$ cat src/psrs_map.svh
// Constants of the power-state and reset sequencer: timing counts and field layouts.
// Assumes a 250 MHz sequencer clock; included by bare name.
`ifndef PSRS_MAP_SVH
`define PSRS_MAP_SVH
`define PSRS_CLK_MHZ 250
`define PSRS_RC_STABLE_US 10
`define PSRS_RC_STABLE_CYC ((`PSRS_RC_STABLE_US * `PSRS_CLK_MHZ))
`define PSRS_SLOW_DIV 64
`define PSRS_RST_PERIODS 256
`define PSRS_CAP_CODE_W 3
`define PSRS_BOOST_BIT 1
`define PSRS_CAP_BASE_CPF 100
`define PSRS_CAP_STEP_CPF 125
`define PSRS_CAP_BOOST_CPF 500
`define PSRS_CAL_W 8
`define PSRS_BOD_W 4
`define PSRS_BOD_RESET 4'h8
`endif

$ cat src/psrs_pkg.sv
// Types of the power-state and reset sequencer.
// Assumes nothing of its surroundings.
package psrs_pkg;
	typedef enum logic [2:0] {
		PSRS_CORE_OFF,
		PSRS_PROC_ONLY,
		PSRS_RADIO_TX,
		PSRS_RADIO_RX,
		PSRS_DEEP_SLEEP
	} psrs_state_t;
	typedef enum logic [1:0] {
		PSRS_CMD_PROC_ONLY,
		PSRS_CMD_RADIO_TX,
		PSRS_CMD_RADIO_RX,
		PSRS_CMD_DEEP_SLEEP
	} psrs_cmd_t;
endpackage

$ cat src/psrs_sync.sv
// Three-stage input synchroniser; the output changes once stages two and three agree.
// Assumes an asynchronous level input.
`timescale 1ns/1ps
module psrs_sync #(
	parameter logic RST_VAL = 1'b0
) (
	input wire logic mclk_i,
	input wire logic rstn_i,
	input wire logic async_i,
	output logic sync_o
);
	logic [2:0] sh_q;
	logic [2:0] sh_d;
	logic out_q;
	logic out_d;
	always_comb begin
		sh_d = {sh_q[1:0], async_i};
		out_d = (sh_q[1] == sh_q[2]) ? sh_q[2] : out_q;
	end
	always_ff @(posedge mclk_i or negedge rstn_i) begin
		if (!rstn_i) begin
			sh_q <= {3{RST_VAL}};
			out_q <= RST_VAL;
		end else begin
			sh_q <= sh_d;
			out_q <= out_d;
		end
	end
	assign sync_o = out_q;
endmodule

$ cat src/psrs_slowdiv.sv
// Divides the slow RC clock, sampled as a level, by 64 and marks each slow tick.
// Assumes the RC clock input is already synchronised to mclk_i.
`timescale 1ns/1ps
`include "psrs_map.svh"
module psrs_slowdiv #(
	parameter int DIV = `PSRS_SLOW_DIV
) (
	input wire logic mclk_i,
	input wire logic rstn_i,
	input wire logic rc_i,
	input wire logic run_i,
	output logic tick_o,
	output logic sleep_clk_o
);
	logic prev_q;
	logic prev_d;
	logic [6:0] cnt_q;
	logic [6:0] cnt_d;
	logic tick_q;
	logic tick_d;
	logic clk_q;
	logic clk_d;
	always_comb begin
		prev_d = rc_i;
		cnt_d = cnt_q;
		tick_d = 1'b0;
		clk_d = clk_q;
		if (!run_i) begin
			cnt_d = 7'h0;
			clk_d = 1'b0;
		end else if (rc_i && !prev_q) begin
			if (cnt_q == 7'(DIV - 1)) begin
				cnt_d = 7'h0;
				tick_d = 1'b1;
			end else begin
				cnt_d = cnt_q + 7'h1;
			end
			clk_d = (cnt_d < 7'(DIV / 2));
		end
	end
	always_ff @(posedge mclk_i or negedge rstn_i) begin
		if (!rstn_i) begin
			prev_q <= 1'b0;
			cnt_q <= 7'h0;
			tick_q <= 1'b0;
			clk_q <= 1'b0;
		end else begin
			prev_q <= prev_d;
			cnt_q <= cnt_d;
			tick_q <= tick_d;
			clk_q <= clk_d;
		end
	end
	assign tick_o = tick_q;
	assign sleep_clk_o = clk_q;
endmodule

$ cat src/psrs_seq.sv
// Power-state and reset sequencer: chip enable, reset hold, clock choice, crystal load code.
// Assumes analog flags and the RC clock arrive asynchronously; commands come from software.
//
// Overview of operation
// - Radio states always keep the processor domain powered.
// - States: core off, processor only, transmit, receive, deep sleep.
// - Low chip enable holds core off; rising enters processor only; falling returns.
// - Past processor only, software commands move between power states; losing enable or reset returns to core off.
// - Wait at least 10 us after chip enable before trusting slow clock.
// - Power-on flag follows the battery supply comparator.
// - Brownout flag follows the bandgap comparator with programmable threshold.
// - Reset held for 256 periods of 64 slow RC cycles.
// - Sleep clock is the 2 MHz RC divided by 64.
// - Processor clock drives processor and serial interfaces, nominally 26 MHz.
// - Crystal clock chosen whenever radio runs or accuracy is requested.
// - RC clock may serve as reduced-speed processor clock.
// - Low-power clock drives sleep timer, sequencer and always-on timer.
// - Three-bit load code selects 1.00 to 9.75 pF; boost adds 5 pF.
// - Crystal offset calibration is taken from fuse storage.
`timescale 1ns/1ps
`include "psrs_map.svh"
module psrs_seq #(
	parameter int RST_PERIODS = `PSRS_RST_PERIODS,
	parameter int RC_STABLE_CYC = `PSRS_RC_STABLE_CYC
) (
	input wire logic mclk_i,
	input wire logic rstn_i,
	input wire logic io_supply_i,
	input wire logic chip_enable_pin_i,
	input wire logic battery_low_cmp_i,
	input wire logic bandgap_low_cmp_i,
	input wire logic slow_rc_clk_i,
	input wire logic cmd_valid_i,
	input wire psrs_pkg::psrs_cmd_t cmd_i,
	input wire logic accurate_clk_req_i,
	input wire logic low_power_clk_fast_i,
	input wire logic [`PSRS_BOD_W-1:0] bod_threshold_i,
	input wire logic [`PSRS_CAP_CODE_W-1:0] xo_load_cap_code_i,
	input wire logic [1:0] xo_cap_boost_reg_i,
	input wire logic [`PSRS_CAL_W-1:0] fuse_xo_cal_i,
	output psrs_pkg::psrs_state_t power_state_o,
	output logic proc_power_on_o,
	output logic radio_power_on_o,
	output logic power_on_reset_flag_o,
	output logic brownout_flag_o,
	output logic chip_reset_n_o,
	output logic slow_clk_stable_o,
	output logic proc_clk_sel_xo_o,
	output logic lp_clk_sel_div_o,
	output logic sleep_clk_o,
	output logic [`PSRS_BOD_W-1:0] bod_threshold_o,
	output logic [10:0] xo_load_cap_cpf_o,
	output logic [`PSRS_CAL_W-1:0] xo_offset_cal_o
);
	import psrs_pkg::*;

	// ==========================================================
	// Input synchronisers
	logic io_s;
	logic ce_s;
	logic por_s;
	logic bod_s;
	logic rc_s;
	psrs_sync u_sync_io (
		.mclk_i(mclk_i),
		.rstn_i(rstn_i),
		.async_i(io_supply_i),
		.sync_o(io_s)
	);
	psrs_sync u_sync_ce (
		.mclk_i(mclk_i),
		.rstn_i(rstn_i),
		.async_i(chip_enable_pin_i),
		.sync_o(ce_s)
	);
	// The power-on flag resets high, so its synchroniser does too and shows no false release.
	psrs_sync #(
		.RST_VAL(1'b1)
	) u_sync_por (
		.mclk_i(mclk_i),
		.rstn_i(rstn_i),
		.async_i(battery_low_cmp_i),
		.sync_o(por_s)
	);
	psrs_sync u_sync_bod (
		.mclk_i(mclk_i),
		.rstn_i(rstn_i),
		.async_i(bandgap_low_cmp_i),
		.sync_o(bod_s)
	);
	psrs_sync u_sync_rc (
		.mclk_i(mclk_i),
		.rstn_i(rstn_i),
		.async_i(slow_rc_clk_i),
		.sync_o(rc_s)
	);

	// The enable only counts with the I/O supply up, so a stray high enable stays harmless.
	logic enable;
	assign enable = ce_s && io_s;

	// ==========================================================
	// Slow clock divider and stabilisation wait
	logic slow_tick;
	logic sleep_clk;
	logic [15:0] stab_cnt_q;
	logic [15:0] stab_cnt_d;
	logic stable_q;
	logic stable_d;
	logic hold_clr;
	// Restarting the divider with the hold counter makes every hold a full count of slow
	// periods; the price is that the sleep clock pauses while a reset flag is up.
	assign hold_clr = por_s || bod_s || !stable_q;
	psrs_slowdiv u_div (
		.mclk_i(mclk_i),
		.rstn_i(rstn_i),
		.rc_i(rc_s),
		.run_i(!hold_clr),
		.tick_o(slow_tick),
		.sleep_clk_o(sleep_clk)
	);

	always_comb begin
		stab_cnt_d = stab_cnt_q;
		stable_d = stable_q;
		if (!enable) begin
			stab_cnt_d = 16'h0;
			stable_d = 1'b0;
		end else if (!stable_q) begin
			if (stab_cnt_q >= 16'(RC_STABLE_CYC - 1)) begin
				stable_d = 1'b1;
			end else begin
				stab_cnt_d = stab_cnt_q + 16'h1;
			end
		end
	end
	always_ff @(posedge mclk_i or negedge rstn_i) begin
		if (!rstn_i) begin
			stab_cnt_q <= 16'h0;
			stable_q <= 1'b0;
		end else begin
			stab_cnt_q <= stab_cnt_d;
			stable_q <= stable_d;
		end
	end

	// ==========================================================
	// Reset flags and reset hold counter
	logic por_q;
	logic por_d;
	logic bod_q;
	logic bod_d;
	logic [8:0] hold_cnt_q;
	logic [8:0] hold_cnt_d;
	logic rst_n_q;
	logic rst_n_d;
	always_comb begin
		por_d = por_s;
		bod_d = bod_s;
		hold_cnt_d = hold_cnt_q;
		rst_n_d = rst_n_q;
		if (hold_clr) begin
			hold_cnt_d = 9'h0;
			rst_n_d = 1'b0;
		end else if (!rst_n_q && slow_tick) begin
			if (hold_cnt_q == 9'(RST_PERIODS - 1)) begin
				rst_n_d = 1'b1;
			end else begin
				hold_cnt_d = hold_cnt_q + 9'h1;
			end
		end
	end
	always_ff @(posedge mclk_i or negedge rstn_i) begin
		if (!rstn_i) begin
			por_q <= 1'b1;
			bod_q <= 1'b0;
			hold_cnt_q <= 9'h0;
			rst_n_q <= 1'b0;
		end else begin
			por_q <= por_d;
			bod_q <= bod_d;
			hold_cnt_q <= hold_cnt_d;
			rst_n_q <= rst_n_d;
		end
	end

	// ==========================================================
	// Power state machine
	psrs_state_t state_q;
	psrs_state_t state_d;
	always_comb begin
		state_d = state_q;
		case (state_q)
			PSRS_CORE_OFF: begin
				if (enable && rst_n_q) begin
					state_d = PSRS_PROC_ONLY;
				end
			end
			PSRS_PROC_ONLY, PSRS_RADIO_TX, PSRS_RADIO_RX, PSRS_DEEP_SLEEP: begin
				if (cmd_valid_i) begin
					case (cmd_i)
						PSRS_CMD_RADIO_TX: state_d = PSRS_RADIO_TX;
						PSRS_CMD_RADIO_RX: state_d = PSRS_RADIO_RX;
						PSRS_CMD_DEEP_SLEEP: state_d = PSRS_DEEP_SLEEP;
						default: state_d = PSRS_PROC_ONLY;
					endcase
				end
			end
			default: state_d = PSRS_CORE_OFF;
		endcase
		// Losing enable or reset always wins over a software command.
		if (!enable || !rst_n_q) begin
			state_d = PSRS_CORE_OFF;
		end
	end
	always_ff @(posedge mclk_i or negedge rstn_i) begin
		if (!rstn_i) begin
			state_q <= PSRS_CORE_OFF;
		end else begin
			state_q <= state_d;
		end
	end

	// ==========================================================
	// Clock selection and crystal settings
	function automatic logic [10:0] cap_cpf(input logic [2:0] code, input logic boost);
		logic [10:0] v;
		v = 11'(`PSRS_CAP_BASE_CPF) + 11'(code) * 11'(`PSRS_CAP_STEP_CPF);
		if (boost) begin
			v = v + 11'(`PSRS_CAP_BOOST_CPF);
		end
		return v;
	endfunction

	logic radio_d;
	logic proc_d;
	logic xo_sel_q;
	logic xo_sel_d;
	logic lp_div_q;
	logic lp_div_d;
	logic [10:0] cap_q;
	logic [10:0] cap_d;
	logic [`PSRS_CAL_W-1:0] cal_q;
	logic [`PSRS_CAL_W-1:0] cal_d;
	logic [`PSRS_BOD_W-1:0] bth_q;
	logic [`PSRS_BOD_W-1:0] bth_d;
	logic radio_q;
	logic proc_q;
	logic sclk_q;
	logic sclk_d;
	always_comb begin
		radio_d = (state_d == PSRS_RADIO_TX) || (state_d == PSRS_RADIO_RX);
		proc_d = radio_d || (state_d == PSRS_PROC_ONLY);
		xo_sel_d = radio_d || accurate_clk_req_i;
		lp_div_d = !low_power_clk_fast_i;
		sclk_d = sleep_clk;
		cap_d = cap_cpf(xo_load_cap_code_i, xo_cap_boost_reg_i[`PSRS_BOOST_BIT]);
		// Fuse value is only captured while the core is held in reset.
		cal_d = rst_n_q ? cal_q : fuse_xo_cal_i;
		bth_d = bod_threshold_i;
	end

	always_ff @(posedge mclk_i or negedge rstn_i) begin
		if (!rstn_i) begin
			radio_q <= 1'b0;
			proc_q <= 1'b0;
			xo_sel_q <= 1'b0;
			lp_div_q <= 1'b1;
			sclk_q <= 1'b0;
			cap_q <= 11'(`PSRS_CAP_BASE_CPF);
			cal_q <= '0;
			bth_q <= `PSRS_BOD_RESET;
		end else begin
			radio_q <= radio_d;
			proc_q <= proc_d;
			xo_sel_q <= xo_sel_d;
			lp_div_q <= lp_div_d;
			sclk_q <= sclk_d;
			cap_q <= cap_d;
			cal_q <= cal_d;
			bth_q <= bth_d;
		end
	end

	assign power_state_o = state_q;
	assign proc_power_on_o = proc_q;
	assign radio_power_on_o = radio_q;
	assign power_on_reset_flag_o = por_q;
	assign brownout_flag_o = bod_q;
	assign chip_reset_n_o = rst_n_q;
	assign slow_clk_stable_o = stable_q;
	assign proc_clk_sel_xo_o = xo_sel_q;
	assign lp_clk_sel_div_o = lp_div_q;
	assign sleep_clk_o = sclk_q;
	assign bod_threshold_o = bth_q;
	assign xo_load_cap_cpf_o = cap_q;
	assign xo_offset_cal_o = cal_q;
endmodule

$ cat config.mk
export PLATFORM = sky130hd
export DESIGN_NAME = psrs_seq
export DESIGN_NICKNAME = d
export VERILOG_FILES = /design/src/psrs_pkg.sv /design/src/psrs_sync.sv /design/src/psrs_slowdiv.sv /design/src/psrs_seq.sv
export VERILOG_INCLUDE_DIRS = /design/src
export SDC_FILE = /design/constraint.sdc
export NUM_CORES = 1
export LEC_CHECK = 0
export BUFFER_PORTS_ARGS = -buffer_cell sky130_fd_sc_hd__buf_2
export CAP_MARGIN = 20
export CORE_MARGIN = 2
export CORE_UTILIZATION = 55
export CTS_CLUSTER_DIAMETER = 150
export CTS_CLUSTER_SIZE = 20
export DETAILED_ROUTE_END_ITERATION = 10
export GPL_TIMING_DRIVEN = 1
export PLACE_DENSITY = 0.87
export SYNTH_ARGS = -nofsm -noshare
export SYNTH_HDL_FRONTEND = slang
export SYNTH_SLANG_ARGS = --single-unit
$ cat constraint.sdc
create_clock -name mclk_i -period 3.6 [get_ports mclk_i]
set_clock_uncertainty 0.15 [all_clocks]
set_input_delay 0.72 -clock mclk_i [delete_from_list [all_inputs] [get_ports mclk_i]]
set_output_delay 0.72 -clock mclk_i [all_outputs]
set_load 0.02 [all_outputs]
==> results of run 1 <==
[power breakdown]
part           switching, mW  total [mW]  internal (mW)
clock                  0.353       0.681          0.328
combinational          0.176       0.285          0.109
sequential            0.0219        1.10           1.07
total                  0.551        2.06           1.51
[per-layer routing]
| metal | track usage, % | vias up |
|---|---|---|
| li1 | - | 1278 |
| met1 | 24.15 | 1372 |
| met2 | 32.09 | 57 |
| met3 | 4.617 | 18 |
| met4 | 8.820 | 0 |
| met5 | 0 | - |
[metrics by stage]
step | hold WS, ps | worst slack (ps) | area, um^2 | util [%]
2_1_floorplan | 181.2 | 425.4 | 3978 | -
3_3_place_gp | 182.6 | 127.5 | 4410 | 61.80
3_5_place_dp | 184.7 | 77.10 | 4410 | 61.80
4_1_cts | 205.8 | 442.9 | 4609 | 64.59
5_1_grt | 80.10 | 222.4 | 4637 | 64.97
6_report | 85.63 | 415.3 | 4637 | 64.97
[layout by cell type (no fill, tap or decap), drive strengths merged, types with 5 or more instances in the layout]
cell / n
buf: 66
ha: 26
o21ai: 7
nor3: 5
xor2: 16
a21oi: 17
mux2: 9
and3: 10
nand4: 6
dfstp: 10
nand2: 20
clkbuf: 9
nor2: 33
inv: 19
maj3: 5
dfrtp: 80
nand3: 13
xnor2: 13
[logic make-up (layout without fill, tap and decap cells)]
family | count (synthesis) | count (layout) | synth area share [%]
and+or+nand+nor | 110 | 110 | 14.50
DFF | 90 | 90 | 56.94
AOI/OAI and AO/OA | 35 | 35 | 5.599
adders and majority gates | 34 | 34 | 10.95
xor gates and xnor gates | 29 | 29 | 6.386
buffers and inverters | 22 | 97 | 2.076
muxes | 13 | 13 | 3.555
[critical path: stages]
cell and delay, ps:
sky130_fd_sc_hd__buf_2 160, sky130_fd_sc_hd__inv_1 130, sky130_fd_sc_hd__fa_1 490, sky130_fd_sc_hd__inv_1 60
sky130_fd_sc_hd__ha_1 310, sky130_fd_sc_hd__inv_1 60, sky130_fd_sc_hd__fa_1 580, sky130_fd_sc_hd__nand2b_1 100
sky130_fd_sc_hd__o21ai_0 230, sky130_fd_sc_hd__and4b_1 230, sky130_fd_sc_hd__a311oi_1 230
[state kept, by name, summed over array words and instances (netlist names), 3 cells and up]
register           cells
bod_threshold_o        4
hold_cnt_q             9
power_state_o          3
stab_cnt_q            16
u_div.cnt_q            7
u_sync_bod.sh_q        3
u_sync_ce.sh_q         3
u_sync_io.sh_q         3
u_sync_por.sh_q        3
u_sync_rc.sh_q         3
xo_load_cap_cpf_o     11
xo_offset_cal_o        8
[final timing paths]
check                                        end  slack [ps]             startpoint
setup / recovery           xo_load_cap_cpf_o[10]         420  xo_load_cap_code_i[2]
hold / removal                  radio_power_on_o          90                 rstn_i
setup reg to reg                   hold_cnt_q[7]        1010          hold_cnt_q[0]
hold reg to reg                u_sync_ce.sh_q[1]         200      u_sync_ce.sh_q[0]
max in group asynchronous       lp_clk_sel_div_o        2570                 rstn_i
min in group mclk_i            u_sync_ce.sh_q[1]         200      u_sync_ce.sh_q[0]
[layout make-up]
cell class / instances / area share [%]
Sequential cell: 90 / 48.84
Timing Repair Buffer: 66 / 7.825
Clock buffer: 9 / 2.671
Tap cell: 99 / 2.671
Clock inverter: 7 / 1.619
Multi-Input combinational cell: 221 / 35.16
Inverter: 15 / 1.214
==> flow_summary.json, run 1 <==
{
  "num-nets-final": 461,
  "route.final.wire_length_um": 6974,
  "layout_cell_share_with_drive_strength_beyond_1_pct": 26.72,
  "powerDensity_nw_per_um2": 444.6,
  "num-fill-cells": 574,
  "run_status": "completed",
  "max_clock_freq_mhz": 314.0,
  "yosys.area.top_type": "sky130_fd_sc_hd__dfrtp_1",
  "cts.repair_timing.setup_buffer_count": 0,
  "worst-setup-path-type": "in2reg",
  "drt-wirelength-per-cell_um": 13.76,
  "post_synth.cell_area_avg_um2": 11.94,
  "syn2layout_area_growth_pct": 16.58,
  "tritoncts": "built",
  "grt_overflow_total": 0,
  "path_clk_slew_ps": 90,
  "cts_hold_buffers": 0,
  "design.core.area_um2": 7137,
  "post_synth_main_area_contributors": "sky130_fd_sc_hd__dfrtp_1, sky130_fd_sc_hd__ha_1, sky130_fd_sc_hd__dfstp_2, sky130_fd_sc_hd__xor2_1, sky130_fd_sc_hd__nor2_1",
  "firstDrtPassIters": 4,
  "fin_total_pwr_mw": 2.062,
  "critPathRequiredTime_ps": 3710,
  "gp_routability_congestion": 0.8455,
  "ys_async_sr_fraction_pct": 100.0,
  "yosysUniqueCellTypes": 43,
  "root_buffer": "sky130_fd_sc_hd__clkbuf_8",
  "detailedRoute.firstIterationViolations": 131,
  "finalSetupViolCount": 0,
  "drt-vias-per-instance": 5.375,
  "hp-class": "in2async",
  "number_of_standard_cells_in_the_layout_taps_in_and_fillers_out": 507,
  "die_span_y_um": 89.04,
  "netlist_instances": 333,
  "post_cts_resize_count": 0,
  "die_area_um2": 7928,
  "detail_route.drc_violations": 0,
  "final-max-slew-violation-count": 0,
  "synth-seq-cells": 90,
  "cts.sink_count": 90,
  "regArea_um2": 2265,
  "cts-buffers-inserted": 9,
  "initial_core_util_pct": 55.73,
  "ios": 64,
  "synth_sequential_area_ratio_pct": 56.94,
  "setup.worst_path.start_class": "primary input",
  "yosysWarnings": 0,
  "rows": 31,
  "dp.final_hpwl_um": 5034,
  "grt_usage_pct": 19.34,
  "synthesis.nets": 391,
  "die_width_um": 89.04,
  "min_period_over_period_pct": 88.47,
  "syn-cell-area_um2": 3978,
  "netlist.area_leader.share_pct": 50.33,
  "routed-wl-met2_um": 3540,
  "routedLengthMet1_um": 2988,
  "yosys-top-cells-count": "sky130_fd_sc_hd__dfrtp_1, sky130_fd_sc_hd__nor2_1, sky130_fd_sc_hd__ha_1, sky130_fd_sc_hd__nand2_1, sky130_fd_sc_hd__a21oi_1",
  "multi_input_area_um2": 1630,
  "final.setup.tns_ps": 0,
  "hold_viol_final": 0,
  "met3_wire_length_um": 279,
  "rsz0062_at_grt": "no",
  "worstRegToRegCells": 9,
  "kind_of_end_point_of_the_critical_path": "flip-flop",
  "clock_tree.htree_level_count": 3,
  "clock_latency_ps": 350,
  "grt_pass1_wl_um": 11790,
  "antenna_found_initial": 0,
  "timing.slew.headroom_pct": 58.41,
  "cts_buffer_depth": 2,
  "top_signal_layer_used": "met4",
  "cp.arrival_ps": 3300,
  "yosys.cell_count.top_type": "sky130_fd_sc_hd__dfrtp_1",
  "ir_drop_mv": 0.2035,
  "synth-edff-count": 0,
  "drt.antenna.violating_nets": 0,
  "dominantRegCellSynth": "sky130_fd_sc_hd__dfrtp_1",
  "port_buffers": 62,
  "final.min_clock_period_ps": 3185,
  "dp.cells": 490,
  "crit_path_max_fanout": 7,
  "via_count_of_the_first_global_routing_pass": 2686,
  "timing_worst_slew_pin_value_ps": 623.9,
  "grt_max_degree": 91,
  "p_leak_nw": 2.214,
  "drv.max_cap_violation_count": 0,
  "vias": 2725,
  "antenna_cells_inserted": 0
}
Note: power is estimated with default switching activity, not from simulation.
==> run 2: changes to the inputs <==
--- a/config.mk
+++ b/config.mk
@@ -14,6 +14,7 @@
 export CTS_CLUSTER_SIZE = 20
 export DETAILED_ROUTE_END_ITERATION = 10
 export GPL_TIMING_DRIVEN = 1
+export MAX_ROUTING_LAYER = met4
 export PLACE_DENSITY = 0.87
 export SYNTH_ARGS = -nofsm -noshare
 export SYNTH_HDL_FRONTEND = slang
==> flow_summary.json, run 2 (synthesis gave the netlist of run 1 again) <==
{
  "run_status": "completed",
  "switching_share_of_power_pct": 26.24,
  "final_common_cell": "sky130_fd_sc_hd__dfrtp_1",
  "timing.rr.start": "hold_cnt_q[0]",
  "rows": 31,
  "firstDrtPassIters": 4,
  "dp.final_hpwl_um": 5163,
  "netSwitchingPower_mw": 0.5626,
  "antenna_found_initial": 0,
  "max_flop_register": "stab_cnt_q",
  "grt_overflow_total": 0,
  "placed_area_um2": 4410,
  "pre_cts_ws_ps": 42.73,
  "setup.worst_path.start_class": "primary input",
  "num-nets-final": 461,
  "initial_core_util_pct": 55.73,
  "regArea_um2": 2265,
  "critical_path.reg2reg.endpoint": "hold_cnt_q[5]",
  "clock_tree.htree_level_count": 3,
  "cts_hold_buffers": 0,
  "hp-class": "in2async",
  "path_clk_slew_ps": 90,
  "clock_latency_ps": 360,
  "ios": 64,
  "port_buffers": 62,
  "worstRegToRegCells": 9,
  "drt-vias-per-instance": 5.359,
  "hold_viol_final": 0,
  "final_cell_area_um2": 4662,
  "via_count_of_the_first_global_routing_pass": 2660,
  "design.core.area_um2": 7137,
  "powerDensity_nw_per_um2": 459.8,
  "cts_buffer_depth": 2,
  "cts.repair_timing.setup_buffer_count": 0,
  "antenna_cells_inserted": 0,
  "gp_routability_congestion": 0.8536,
  "finalSetupViolCount": 0,
  "rsz0062_at_grt": "no",
  "min_period_over_period_pct": 88.72,
  "vias": 2717,
  "cts.sink_count": 90,
  "fin_total_pwr_mw": 2.144,
  "crit_path_max_fanout": 7,
  "largest_reg_flops": 16,
  "layout_cell_share_with_drive_strength_beyond_1_pct": 26.72,
  "route.final.wire_length_um": 7468,
  "timing.final.ws_setup_ps": 405.9,
  "grt_pass1_wl_um": 12080,
  "detailedRoute.firstIterationViolations": 164,
  "power.sequential.fraction_pct": 51.2,
  "final-max-slew-violation-count": 0,
  "die_span_y_um": 89.04,
  "detail_route.drc_violations": 0,
  "max_clock_freq_mhz": 313.1,
  "root_buffer": "sky130_fd_sc_hd__clkbuf_8",
  "rrSetupSlack_ps": 970,
  "p_leak_nw": 2.224,
  "critPathRequiredTime_ps": 3700,
  "grt_usage_pct": 20.70,
  "ir_drop_mv": 0.1936,
  "part_of_the_power_in_the_clock_network_pct": 35.4,
  "kind_of_end_point_of_the_critical_path": "flip-flop",
  "drv.max_cap_violation_count": 0,
  "timing_worst_slew_pin_value_ps": 639.5,
  "die_area_um2": 7928,
  "syn2layout_area_growth_pct": 17.21,
  "num-fill-cells": 572,
  "die_width_um": 89.04,
  "tritoncts": "built",
  "final.min_clock_period_ps": 3194,
  "final.setup.tns_ps": 0,
  "multi_input_area_um2": 1630,
  "power.internal_mw": 1.581,
  "grt_max_degree": 91,
  "drt.antenna.violating_nets": 0,
  "drt-wirelength-per-cell_um": 14.73,
  "cp.arrival_ps": 3300,
  "layout.cells.most_common_list": "sky130_fd_sc_hd__dfrtp_1, sky130_fd_sc_hd__buf_2, sky130_fd_sc_hd__nor2_1",
  "p_comb_share_pct": 13.4,
  "timing.slew.headroom_pct": 57.36,
  "worst-setup-path-type": "in2reg",
  "post_cts_resize_count": 0,
  "cts-buffers-inserted": 9
}
[run 2: changes by cell type in the layout (fill, tap and decap cells not counted), sizes merged]
cell    before  now
bufinv       1    2
inv         19   18
[run 2: layout make-up]
| cell class | count | area share (%) |
|---|---|---|
| flip-flops and latches | 90 | 48.58 |
| multi-input cells | 221 | 34.97 |
| repair buffers | 66 | 7.783 |
| clock buffers | 9 | 2.657 |
| well taps | 99 | 2.657 |
| clock inverters | 7 | 2.147 |
| inverters | 15 | 1.208 |
[run 2: layer usage]
metal	vias up	track usage [%]	part of all wire, %
met3	14	4.801	4.2
met1	1358	25.09	42
li1	1278	-	-
met4	0	8.141	1.5
met5	-	-	0
met2	67	33.79	52
[run 2: worst max path at each step]
stage / start / endpoint / slack [ps] / depth (start not counted)
6_report: xo_load_cap_code_i[2] / xo_load_cap_cpf_o[10] / 410 / 11
3_5_place_dp: xo_load_cap_code_i[2] / xo_load_cap_cpf_o[10] / 40 / 11
4_1_cts: xo_load_cap_code_i[2] / xo_load_cap_cpf_o[10] / 420 / 11
5_1_grt: xo_load_cap_code_i[2] / xo_load_cap_cpf_o[10] / 160 / 11
2_1_floorplan: xo_load_cap_code_i[0] / xo_load_cap_cpf_o[10] / 430 / 10
3_3_place_gp: xo_load_cap_code_i[2] / xo_load_cap_cpf_o[10] / 130 / 11
[run 2: per-stage QoR]
step | hold WS, ps | std cells | util (%)
floorplan | 181.2 | 333 | -
global placement | 182.2 | 490 | 61.80
detailed placement | 187.2 | 490 | 61.80
CTS | 199.5 | 506 | 64.94
global route | 8.127 | 507 | 65.32
finish | 35.60 | 507 | 65.32
[run 2: critical path, cell delays in order]
cell                       delay [ps]
sky130_fd_sc_hd__buf_2            150
sky130_fd_sc_hd__inv_1            130
sky130_fd_sc_hd__fa_1             490
sky130_fd_sc_hd__inv_1             50
sky130_fd_sc_hd__ha_1             300
sky130_fd_sc_hd__inv_1             60
sky130_fd_sc_hd__fa_1             570
sky130_fd_sc_hd__nand2b_1         100
sky130_fd_sc_hd__o21ai_0          200
sky130_fd_sc_hd__and4b_1          220
sky130_fd_sc_hd__a311oi_1         290
[run 2: power groups by stage]
stage	Combinational [mW]	Sequential, mW	Clock (mW)
floorplan	0.119	1.16	0
global placement	0.275	1.11	0
detailed placement	0.285	1.12	0
CTS	0.288	1.10	0.777
global route	0.318	1.10	0.830
finish	0.287	1.10	0.759
